File: src/rtl/asp_pkg.sv
// shared constants and types for the converter serial host port
`default_nettype none
package asp_pkg;
  localparam int RESULT_WIDTH = 14;
  localparam int NUM_CHANNELS = 8;
  localparam int CHAN_WIDTH = 3;
  localparam int RANGE_WIDTH = 3;
  localparam int CFG_BYTE_WIDTH = 8;
  localparam int BIT_CNT_WIDTH = 4;
  localparam int FIFO_DEPTH = 16;
  // configuration byte field positions
  localparam int CFG_START_POS = 7;
  localparam int CFG_CHAN_MSB = 6;
  localparam int CFG_CHAN_LSB = 4;
  localparam int CFG_DIFF_POS = 3;
  localparam int CFG_RANGE_MSB = 2;
  localparam int CFG_RANGE_LSB = 0;
  // reset values and the config byte bit count
  localparam logic CFG_DIFF_RESET = 1'h0;
  localparam logic [RANGE_WIDTH-1:0] CFG_RANGE_RESET = 3'h0;
  localparam logic [3:0] BITS_PER_CFG = 4'h8;

  typedef struct packed {
    logic cs_n;
    logic sclk;
    logic din;
  } asp_pins_type;

  typedef struct packed {
    logic differential_select;
    logic [RANGE_WIDTH-1:0] range;
  } asp_cfg_type;

  typedef enum {
    ASP_WAIT_START,
    ASP_COLLECT,
    ASP_DONE
  } asp_cfg_state_type;
endpackage : asp_pkg
`default_nettype wire

File: src/rtl/asp_fifo.sv
// result fifo with registered read stage
`default_nettype none
module asp_fifo
  import asp_pkg::*;
#(
  parameter int WIDTH = RESULT_WIDTH,
  parameter int DEPTH = FIFO_DEPTH
) (
  input wire logic clock_i,
  input wire logic rst_n_i,
  input wire logic in_valid_i,
  input wire logic [WIDTH-1:0] in_data_i,
  output logic in_ready_o,
  output logic out_valid_o,
  output logic [WIDTH-1:0] out_data_o,
  input wire logic out_ready_i
);
  localparam int PW = $clog2(DEPTH);
  logic [WIDTH-1:0] mem [DEPTH];
  logic [PW-1:0] wr_ptr_reg, wr_ptr_next, rd_ptr_reg, rd_ptr_next;
  logic [PW:0] count_reg, count_next;
  logic out_valid_reg, out_valid_next;
  logic [WIDTH-1:0] out_data_reg, out_data_next;
  logic push, load;

  // pointer and output stage next values; the read stage adds one word of slack
  always_comb begin
    push = in_valid_i && (count_reg < (PW+1)'(DEPTH));
    load = (count_reg != '0) && (!out_valid_reg || out_ready_i);
    wr_ptr_next = push ? wr_ptr_reg + 1'b1 : wr_ptr_reg;
    rd_ptr_next = load ? rd_ptr_reg + 1'b1 : rd_ptr_reg;
    count_next = count_reg + (PW+1)'(push) - (PW+1)'(load);
    out_valid_next = load ? 1'b1 : (out_ready_i ? 1'b0 : out_valid_reg);
    out_data_next = load ? mem[rd_ptr_reg] : out_data_reg;
  end

  always_ff @(posedge clock_i) begin
    if (!rst_n_i) begin
      wr_ptr_reg <= '0;
      rd_ptr_reg <= '0;
      count_reg <= '0;
      out_valid_reg <= 1'b0;
      out_data_reg <= '0;
    end else begin
      wr_ptr_reg <= wr_ptr_next;
      rd_ptr_reg <= rd_ptr_next;
      count_reg <= count_next;
      out_valid_reg <= out_valid_next;
      out_data_reg <= out_data_next;
    end
  end

  // storage needs no reset, contents are guarded by count
  always_ff @(posedge clock_i) begin
    if (push) begin
      mem[wr_ptr_reg] <= in_data_i;
    end
  end

  assign in_ready_o = (count_reg < (PW+1)'(DEPTH));
  assign out_valid_o = out_valid_reg;
  assign out_data_o = out_data_reg;
endmodule : asp_fifo
`default_nettype wire

File: src/rtl/asp_serial_port.sv
// serial host port: config byte capture, result shift-out, ready strobe
`default_nettype none
// Summary of operation
// - with chip select low, sample serial input on each serial clock rise.
// - with chip select high, serial input changes are ignored.
// - with chip select high, serial clock edges shift nothing.
// - with chip select low, each serial clock fall presents the next output bit.
// - serial output is released (high impedance) while chip select is high.
// - internal clock mode: strobe rises when a result is ready to read.
// - external clock mode: strobe stays low all the time.
// - strobe is always driven; host gives it its own input line.
// - each conversion result is fourteen bits wide.
// - separate config per channel: range code plus single/differential choice.
// - first one bit after chip select falls is the config byte's top bit.
// - bits 6..4 channel, bit 3 differential, bits 2..0 range.
// - a differential pair uses the config of its positive channel.
module asp_serial_port
  import asp_pkg::*;
#(
  parameter int CHANNELS = NUM_CHANNELS,
  parameter int DEPTH = FIFO_DEPTH
) (
  input wire logic clock_i,
  input wire logic rst_n_i,
  input wire logic cs_n_i,
  input wire logic sclk_i,
  input wire logic din_i,
  output logic dout_o,
  output logic dout_oe_o,
  output logic result_ready_strobe_o,
  input wire logic internal_clock_mode_i,
  input wire logic result_valid_i,
  input wire logic [RESULT_WIDTH-1:0] result_data_i,
  output logic result_ready_o,
  input wire logic [CHAN_WIDTH-1:0] conv_channel_i,
  output logic [RANGE_WIDTH:0] conv_cfg_o,
  output logic cfg_update_o
);
  asp_pins_type pins_meta_reg, pins_sync_reg, pins_prev_reg;
  logic cs_fall, cs_low, sclk_rise, sclk_fall;
  logic fifo_in_ready, fifo_out_valid, fifo_pop;
  logic [RESULT_WIDTH-1:0] fifo_out_data;
  asp_cfg_state_type state_reg, state_next;
  logic [CFG_BYTE_WIDTH-1:0] byte_reg, byte_next;
  logic [BIT_CNT_WIDTH-1:0] bit_cnt_reg, bit_cnt_next;
  asp_cfg_type cfg_reg [CHANNELS];
  logic cfg_write;
  logic [CHAN_WIDTH-1:0] cfg_chan;
  logic [RESULT_WIDTH-1:0] shift_reg, shift_next;
  logic dout_reg, dout_next, oe_reg, oe_next, strobe_reg, strobe_next;
  logic update_reg, update_next, ready_reg, ready_next;
  logic [RANGE_WIDTH:0] conv_cfg_reg, conv_cfg_next;
  logic [CHAN_WIDTH-1:0] pos_chan;

  // pins are asynchronous: two flops, then a third stage for edge finding
  always_ff @(posedge clock_i) begin
    if (!rst_n_i) begin
      pins_meta_reg <= '{cs_n: 1'b1, sclk: 1'b0, din: 1'b0};
      pins_sync_reg <= '{cs_n: 1'b1, sclk: 1'b0, din: 1'b0};
      pins_prev_reg <= '{cs_n: 1'b1, sclk: 1'b0, din: 1'b0};
    end else begin
      pins_meta_reg <= '{cs_n: cs_n_i, sclk: sclk_i, din: din_i};
      pins_sync_reg <= pins_meta_reg;
      pins_prev_reg <= pins_sync_reg;
    end
  end

  // edges only count while selected, so an idle select masks the link
  always_comb begin
    cs_low = !pins_sync_reg.cs_n;
    cs_fall = pins_prev_reg.cs_n && !pins_sync_reg.cs_n;
    sclk_rise = cs_low && !cs_fall && pins_sync_reg.sclk && !pins_prev_reg.sclk;
    sclk_fall = cs_low && !cs_fall && !pins_sync_reg.sclk && pins_prev_reg.sclk;
  end

  // results from the converter core queue here until the host reads them
  asp_fifo #(
    .WIDTH(RESULT_WIDTH),
    .DEPTH(DEPTH)
  ) u_fifo (
    .clock_i(clock_i),
    .rst_n_i(rst_n_i),
    .in_valid_i(result_valid_i),
    .in_data_i(result_data_i),
    .in_ready_o(fifo_in_ready),
    .out_valid_o(fifo_out_valid),
    .out_data_o(fifo_out_data),
    .out_ready_i(fifo_pop)
  );

  // configuration byte receiver: leading zeros skipped until the start bit
  always_comb begin
    state_next = state_reg;
    byte_next = byte_reg;
    bit_cnt_next = bit_cnt_reg;
    cfg_write = 1'b0;
    if (cs_fall) begin
      state_next = ASP_WAIT_START;
      bit_cnt_next = '0;
      byte_next = '0;
    end else if (sclk_rise) begin
      case (state_reg)
        ASP_WAIT_START: begin
          if (pins_sync_reg.din) begin
            byte_next = {{(CFG_BYTE_WIDTH-1){1'b0}}, 1'b1};
            bit_cnt_next = 4'h1;
            state_next = ASP_COLLECT;
          end
        end
        ASP_COLLECT: begin
          byte_next = {byte_reg[CFG_BYTE_WIDTH-2:0], pins_sync_reg.din};
          bit_cnt_next = bit_cnt_reg + 4'h1;
          if (bit_cnt_next == BITS_PER_CFG) begin
            cfg_write = 1'b1;
            state_next = ASP_DONE;
          end
        end
        ASP_DONE: begin
          state_next = ASP_DONE;
        end
        default: begin
          state_next = ASP_WAIT_START;
        end
      endcase
    end
    // channel field of the byte as it will stand after this edge
    cfg_chan = byte_next[CFG_CHAN_MSB:CFG_CHAN_LSB];
  end

  always_ff @(posedge clock_i) begin
    if (!rst_n_i) begin
      state_reg <= ASP_WAIT_START;
      byte_reg <= '0;
      bit_cnt_reg <= '0;
    end else begin
      state_reg <= state_next;
      byte_reg <= byte_next;
      bit_cnt_reg <= bit_cnt_next;
    end
  end

  // per-channel config store, written when the eighth bit arrives
  always_ff @(posedge clock_i) begin
    if (!rst_n_i) begin
      for (int i = 0; i < CHANNELS; i++) begin
        cfg_reg[i] <= '{differential_select: CFG_DIFF_RESET, range: CFG_RANGE_RESET};
      end
    end else if (cfg_write) begin
      // byte_next holds the full byte in the write cycle
      cfg_reg[cfg_chan] <= '{
        differential_select: byte_next[CFG_DIFF_POS],
        range: byte_next[CFG_RANGE_MSB:CFG_RANGE_LSB]
      };
    end
  end

  // output shifter, result register, strobe and status
  always_comb begin
    fifo_pop = 1'b0;
    shift_next = shift_reg;
    dout_next = dout_reg;
    if (cs_fall) begin
      // take a queued result at frame start; none queued shifts zeros
      fifo_pop = fifo_out_valid;
      shift_next = fifo_out_valid ? fifo_out_data : '0;
      dout_next = 1'b0;
    end else if (sclk_fall) begin
      dout_next = shift_reg[RESULT_WIDTH-1];
      shift_next = {shift_reg[RESULT_WIDTH-2:0], 1'b0};
    end
    oe_next = cs_low;
    // strobe tracks a waiting result only in internal clock mode
    strobe_next = internal_clock_mode_i && fifo_out_valid && !fifo_pop;
    update_next = cfg_write;
    ready_next = fifo_in_ready;
    // the even, positive channel's stored config decides whether the pair is differential
    pos_chan = cfg_reg[{conv_channel_i[CHAN_WIDTH-1:1], 1'b0}].differential_select
             ? {conv_channel_i[CHAN_WIDTH-1:1], 1'b0}
             : conv_channel_i;
    conv_cfg_next = cfg_reg[pos_chan];
  end

  always_ff @(posedge clock_i) begin
    if (!rst_n_i) begin
      shift_reg <= '0;
      dout_reg <= 1'b0;
      oe_reg <= 1'b0;
      strobe_reg <= 1'b0;
      update_reg <= 1'b0;
      ready_reg <= 1'b0;
      conv_cfg_reg <= '0;
    end else begin
      shift_reg <= shift_next;
      dout_reg <= dout_next;
      oe_reg <= oe_next;
      strobe_reg <= strobe_next;
      update_reg <= update_next;
      ready_reg <= ready_next;
      conv_cfg_reg <= conv_cfg_next;
    end
  end

  assign dout_o = dout_reg;
  assign dout_oe_o = oe_reg;
  assign result_ready_strobe_o = strobe_reg;
  assign cfg_update_o = update_reg;
  assign result_ready_o = ready_reg;
  assign conv_cfg_o = conv_cfg_reg;
endmodule : asp_serial_port
`default_nettype wire

File: config.mk
export PLATFORM = sky130hd
export DESIGN_NAME = asp_serial_port
export DESIGN_NICKNAME = d
export VERILOG_FILES = /design/src/rtl/asp_pkg.sv /design/src/rtl/asp_fifo.sv /design/src/rtl/asp_serial_port.sv
export SDC_FILE = /design/constraint.sdc
export NUM_CORES = 1
export LEC_CHECK = 0
export BUFFER_PORTS_ARGS = -buffer_cell sky130_fd_sc_hd__clkbuf_2
export CAP_MARGIN = 0
export CORE_ASPECT_RATIO = 0.9
export CORE_MARGIN = 1.5
export CORE_UTILIZATION = 46
export DETAILED_ROUTE_END_ITERATION = 6
export PLACE_DENSITY_LB_ADDON = 0.15
export SYNTH_ARGS = -nofsm -noshare
export SYNTH_HDL_FRONTEND = slang
export SYNTH_HIERARCHICAL = 1
export SYNTH_SLANG_ARGS = --single-unit
File: constraint.sdc
create_clock -name clock_i -period 7.7 [get_ports clock_i]
set_input_delay 0.385 -clock clock_i [delete_from_list [all_inputs] [get_ports clock_i]]
set_output_delay 0.385 -clock clock_i [all_outputs]
set_load 0.02 [all_outputs]
Word-level counts from Yosys, hierarchy flattened
Memory sizes are Yosys's and may differ from the RTL's. A register that Yosys moved wholly into a read port is not among the register bits.
Index checks and enable logic that the tools add are counted.
- output and inout port bits: 9
- register bits: 84
- logic and storage cells: 92
- memories: 2
- RAM bits: 256
- input bits: 24
- memories (memory ; words ; width ; read ports ; clocked after Yosys merged registers in ; write ports ; line ; source):
    u_fifo.mem ; 16 ; 14 ; 1 ; 1 ; 1 ; asp_fifo.sv:19 ; logic [WIDTH-1:0] mem [DEPTH];
    cfg_reg ; 8 ; 4 ; 2 ; 1 ; 8 ; asp_serial_port.sv:46 ; asp_cfg_type cfg_reg [CHANNELS];
- reduce and logical (&&, ||, !) cells: 28
- eq/ne operators: 5
- mux-type cells: 29
- bitwise operators: 1
- magnitude comparators: 1
- $add $sub $neg: 5
- operators with widths (kind ; count):
    32-bit one-hot mux with 3 select lines ; 1
    32-bit two-way mux ; 2
    14-bit two-way mux ; 3
    32-bit by 1-bit equality test with 1-bit output, second input constant ; 1
    32-bit by 2-bit equality test with 1-bit output, second input constant ; 1
    32-bit logical NOT ; 1
    7-bit two-way mux ; 3
    1-bit two-way mux ; 15
    7-bit one-hot mux with 2 select lines ; 1
    4-bit by 1-bit adder with 4-bit output, second input constant ; 3
    1-bit logical AND ; 10
    1-bit logical NOT ; 8
    4-bit two-way mux ; 2
    4-bit one-hot mux with 2 select lines ; 1
    3-bit AND reduction ; 2
    2-bit nonzero test ; 3
    5-bit by 1-bit adder with 5-bit output ; 1
    5-bit less-than comparator, second input constant ; 1
    5-bit nonzero test ; 1
    5-bit by 1-bit subtractor with 5-bit output ; 1
    4-bit equality test, second input constant ; 1
    2-bit inequality test, second input constant ; 2
    4-bit OR reduction ; 1
    3-bit two-way mux ; 1
    3 further kinds ; 3

Depth between registers and ports, before layout
- depth in word-level cells: 13
- mapped depth: 14
- depth with buffers taken out: 13

Cells and area by module
The synthesis kept the hierarchy.
- by module, submodules not included (module ; cells an instance ; instances ; sequential area each (µm²) ; area each (µm²)):
    asp_fifo ; 479 ; 1 ; 7287.0 ; 9895.7
    asp_serial_port ; 321 ; 1 ; 1841.8 ; 3347.0

Worst setup path before layout
No wires, ideal clock.
- path kind: flip-flop to flip-flop
- start point: reg u_fifo.count_reg[3]
- end point: reg u_fifo.count_reg[4]
- period minus slack after synthesis: 2793 ps
- cell stages (with the launch flop): 14
- arrival time: 2678 ps
- path buffers: 0
- library setup time: 116 ps
- setup slack: 4907 ps
- path through: dfxtp_1 -> inv_1 -> ha_1 -> or4b_4 -> nand2_4 -> inv_4 -> ha_1 -> inv_1 -> ha_1 -> fa_1 -> a21oi_1 -> nor2_1 -> or3_1 -> and3_1
- elaborated cells on any way between the ends: 6
- RTL lines (item ; line ; source):
    start: declaration ; asp_fifo.sv:21 ; logic [PW:0] count_reg, count_next;
    start signal: assignment ; asp_fifo.sv:47 ; count_reg <= count_next;
    5-bit nonzero test ; asp_fifo.sv:29 ; load = (count_reg != '0) && (!out_valid_reg || out_ready_i);
    1-bit logical AND ; asp_fifo.sv:29 ;
    net u_fifo.load ; asp_fifo.sv:24 ; logic push, load;
    5-bit by 1-bit subtractor with 5-bit output ; asp_fifo.sv:32 ; count_next = count_reg + (PW+1)'(push) - (PW+1)'(load);
The timed path passes the listed nets, and every way through them passes these cells.
A chain may end at the register's enable or synchronous reset.

Final worst setup path
- start point: reg pins_prev_reg[2] (netlist name)
- end point: reg u_fifo.count_reg[4]
- word-level cells in the longest chain between the ends: 5
- ends and longest elaborated chain (item ; line ; source):
    start: declaration ; asp_serial_port.sv:39 ; asp_pins_type pins_meta_reg, pins_sync_reg, pins_prev_reg;
    start signal: assignment ; asp_serial_port.sv:60 ; pins_prev_reg <= '{cs_n: 1'b1, sclk: 1'b0, din: 1'b0};
    start signal: assignment ; asp_serial_port.sv:64 ; pins_prev_reg <= pins_sync_reg;
    1-bit logical AND ; asp_serial_port.sv:71 ; cs_fall = pins_prev_reg.cs_n && !pins_sync_reg.cs_n;
    1-bit two-way mux ; asp_serial_port.sv:162 ; if (cs_fall) begin
    net fifo_pop ; asp_serial_port.sv:41 ; logic fifo_in_ready, fifo_out_valid, fifo_pop;
    1-bit logical OR ; asp_fifo.sv:29 ;
    1-bit logical AND ; asp_fifo.sv:29 ;
    net u_fifo.load ; asp_fifo.sv:24 ;
    5-bit by 1-bit subtractor with 5-bit output ; asp_fifo.sv:32 ;
The timed path passes the listed nets, and every way through them passes these cells.

==> impl_metrics.tcl <==
set metrics [dict create \
    status "finished, final reports clean" \
    cp-start-kind "flop" \
    gr-total-overflow 0 \
    ys_async_sr_fraction 0 \
    period_share 0.4593 \
    clk_latency_ns 0.51 \
    layout_min_cycle_time_ns 3.537 \
    syn_nets 840 \
    area_growth_pct 12.27 \
    path_clk_slew_ns 0.06 \
    setup_tns_ns 0 \
    die_w_um 181.9 \
    grt_pass1_vias 7178 \
    drive_above_1_share 0.1764 \
    gp_congestion 0.7713 \
    root_buffer "clkbuf_16" \
    drt_iter0_markers 550 \
    synth_cell_types 61 \
    cts_hold_buf 0 \
    syn_area_um2 13240 \
    grt_max_degree 59 \
    ys.flop_type "edfxtp_1" \
    worst_pin_slew_ns 1.031 \
    clock_sinks 328 \
    avgRoutedWirePerCell_um 21.97 \
    via_per_inst 5.742 \
    hold_violations 0 \
    synth-edff-count 256 \
    place_hpwl_um 16730 \
    reg2reg_slack_ns 4.16 \
    power.leakage_uw 0.004884 \
    maxCapViolCount 0 \
    synth-seq-cells 328 \
    synth_area_leader_cell "edfxtp_1" \
    cts_buffers 34 \
    crit_path_frequent_cell "ha_1" \
    worstSetupEndpointType "flop" \
    hold_path_class "primary input to flop" \
    cts_max_path_buffers 3 \
    peakVddDrop_mv 0.1683 \
    path_cells "nor2b_1 -> and2_1 -> nand2b_1 -> nand2_4 -> inv_4 -> ha_1 -> inv_1 -> ha_1 -> fa_1 -> a21oi_1 -> nor2_1 -> or3_1 -> and3_1" \
    grt_pass1_wl_um 42110 \
    finClkSkew_ns 0.01388 \
    ant_nets 0 \
    rr_endpoint "u_fifo/count_reg[4]$_SDFF_PN0_" \
    tritoncts "built" \
    power_per_cell_area_nw_per_um2 292.8 \
    route.detailed.drc 0 \
    via_count 7086 \
    finalPower_uw 4353 \
    worstReg2RegStart "pins_prev_reg[2]$_SDFF_PN1_" \
    synth-seq-area-share 0.6893 \
    crit_path_start "pins_prev_reg[2]$_SDFF_PN1_" \
    crit_path_end "u_fifo/count_reg[4]$_SDFF_PN0_" \
    synth_area_leaders "edfxtp_1, dfxtp_1, mux4_1" \
    setup_slack_ns 4.163 \
    dieArea_um2 29820 \
    slowest_delay_ns 0.74 \
    arrival_ns 3.93 \
    dp_slack_ns 4.173 \
    core_area_um2 28160 \
    crit_fanout 17 \
    whs_path_depth 2 \
    wl_um 27110 \
    rsz0062_at_grt "no" \
    slew_violations 0 \
    post_cts.repair.setup_buffers 0 \
    initial_core_util 0.4703 \
    htree_levels 2 \
    largest_register_ffs 224 \
    rows 58 \
    io_buffer_count 32 \
    synth_top_area_frac 0.5805 \
    track_usage 0.1886 \
    max-slew-margin-rel 0.3125 \
    cts_resized 0 \
    fin_util 0.5280 \
    final_nets 889 \
    stdcell_count 1234 \
    syn_avg_cell_area_um2 16.55 \
    critPathSlowestCell "nor2b_1" \
    placed_cells 1173 \
    setup_viol 0 \
    first_pass_iters 7 \
    fmax_mhz 282.7 \
    ios 33 \
    path_class "flop to flop" \
    netlist_instances 800 \
    die_h_um 164.0 \
    worst_r2r_path_depth 13 \
    yosysWarnings 6 \
    antenna_found_initial 1 \
    worstPathRequired_ns 8.09 \
]
layout by cell type (no fill, tap or decap), types with 8 or more instances in the layout:
cell	synthesis	layout
mux4_1	29	29
buf_4	2	21
mux2i_1	31	31
a21oi_1	10	10
edfxtp_1	256	256
nor2b_1	13	13
and2_1	19	19
nor2_1	79	79
clkbuf_1	19	8
clkbuf_2	0	32
nand3_1	32	32
o21ai_0	8	8
o221ai_1	13	13
mux4_2	31	31
inv_1	16	16
dfxtp_1	72	69
a311oi_1	15	15
ha_1	15	15
clkbuf_16	0	34
nand2_1	39	39
cells in the mapped netlist, types with 3 or more instances:
library cell	n
a22o_1	5
a22oi_2	3
nand4_1	7
nor2_1	79
buf_6	11
and3_1	3
dfxtp_1	72
o21ai_0	8
nand3_1	32
mux2i_1	31
inv_1	16
nor3_1	4
nand2b_1	7
mux4_2	31
a311oi_1	15
a21boi_0	3
nand2_1	39
and2_1	19
mux4_1	29
o221ai_1	13
nor2b_1	13
edfxtp_1	256
clkbuf_1	19
ha_1	15
a21oi_1	10
xnor2_1	7
a221oi_1	3
buf_2	7
worst max-delay path, delay by kind of cell (launching register included):
family / cells / cell delay, ns
buffers and inverters: 2 / 0.17
adders and majority gates: 3 / 0.74
and+or+nand+nor: 7 / 1.94
DFF: 1 / 0.42
AOI/OAI and AO/OA: 1 / 0.14
how the worst min path moves through the flow:
stage / startpoint / endpoint
2_1_floorplan: pins_meta_reg[2]$_SDFF_PN1_ / pins_sync_reg[2]$_SDFF_PN1_
3_3_place_gp: pins_meta_reg[2]$_SDFF_PN1_ / pins_sync_reg[2]$_SDFF_PN1_
3_5_place_dp: pins_meta_reg[2]$_SDFF_PN1_ / pins_sync_reg[2]$_SDFF_PN1_
4_1_cts: cs_n_i / pins_meta_reg[2]$_SDFF_PN1_
5_1_grt: cs_n_i / pins_meta_reg[2]$_SDFF_PN1_
6_report: cs_n_i / pins_meta_reg[2]$_SDFF_PN1_
stage by stage:
stage | hold WS, ns | instance area, um^2
floorplan | 0.3863 | 13240
CTS | 0.05469 | 14870
finish | 0.06942 | 14870
global placement | 0.4254 | 13790
global route | 0.06075 | 14870
detailed placement | 0.4177 | 13790
power breakdown:
group / switching, uW / internal, uW
Combinational: 382 / 310
Clock: 651 / 938
Sequential: 60.5 / 2010
Total: 1090 / 3260
cell families after synthesis:
| family | synth area share |
|---|---|
| AO/OA/AOI/OAI | 0.04932 |
| XOR/XNOR | 0.005953 |
| adder cells (fa/ha/maj) | 0.01568 |
| buffers and inverters | 0.02409 |
| flip-flops | 0.6893 |
| multiplexers | 0.1345 |
| AND/OR/NAND/NOR | 0.08107 |
per-layer routing:
layer | track usage | wire (um) | up-vias
met5 | 0 | 0 | -
met4 | 0.04959 | 500 | 0
met3 | 0.02838 | 1076 | 40
met2 | 0.3238 | 13370 | 161
met1 | 0.2543 | 12160 | 3644
li1 | - | - | 3241
area by class of cell:
class                   count  area (um^2)
inverters                  18        70.07
diodes                      1        2.502
flip-flops and latches    328         9135
clock inverters            16        168.9
repair buffers             53        317.8
well taps                 360        450.4
fillers                  2305        13290
multi-input cells         414         3815
clock buffers              44        908.4
No activity file was read; power rests on OpenSTA's default activity.
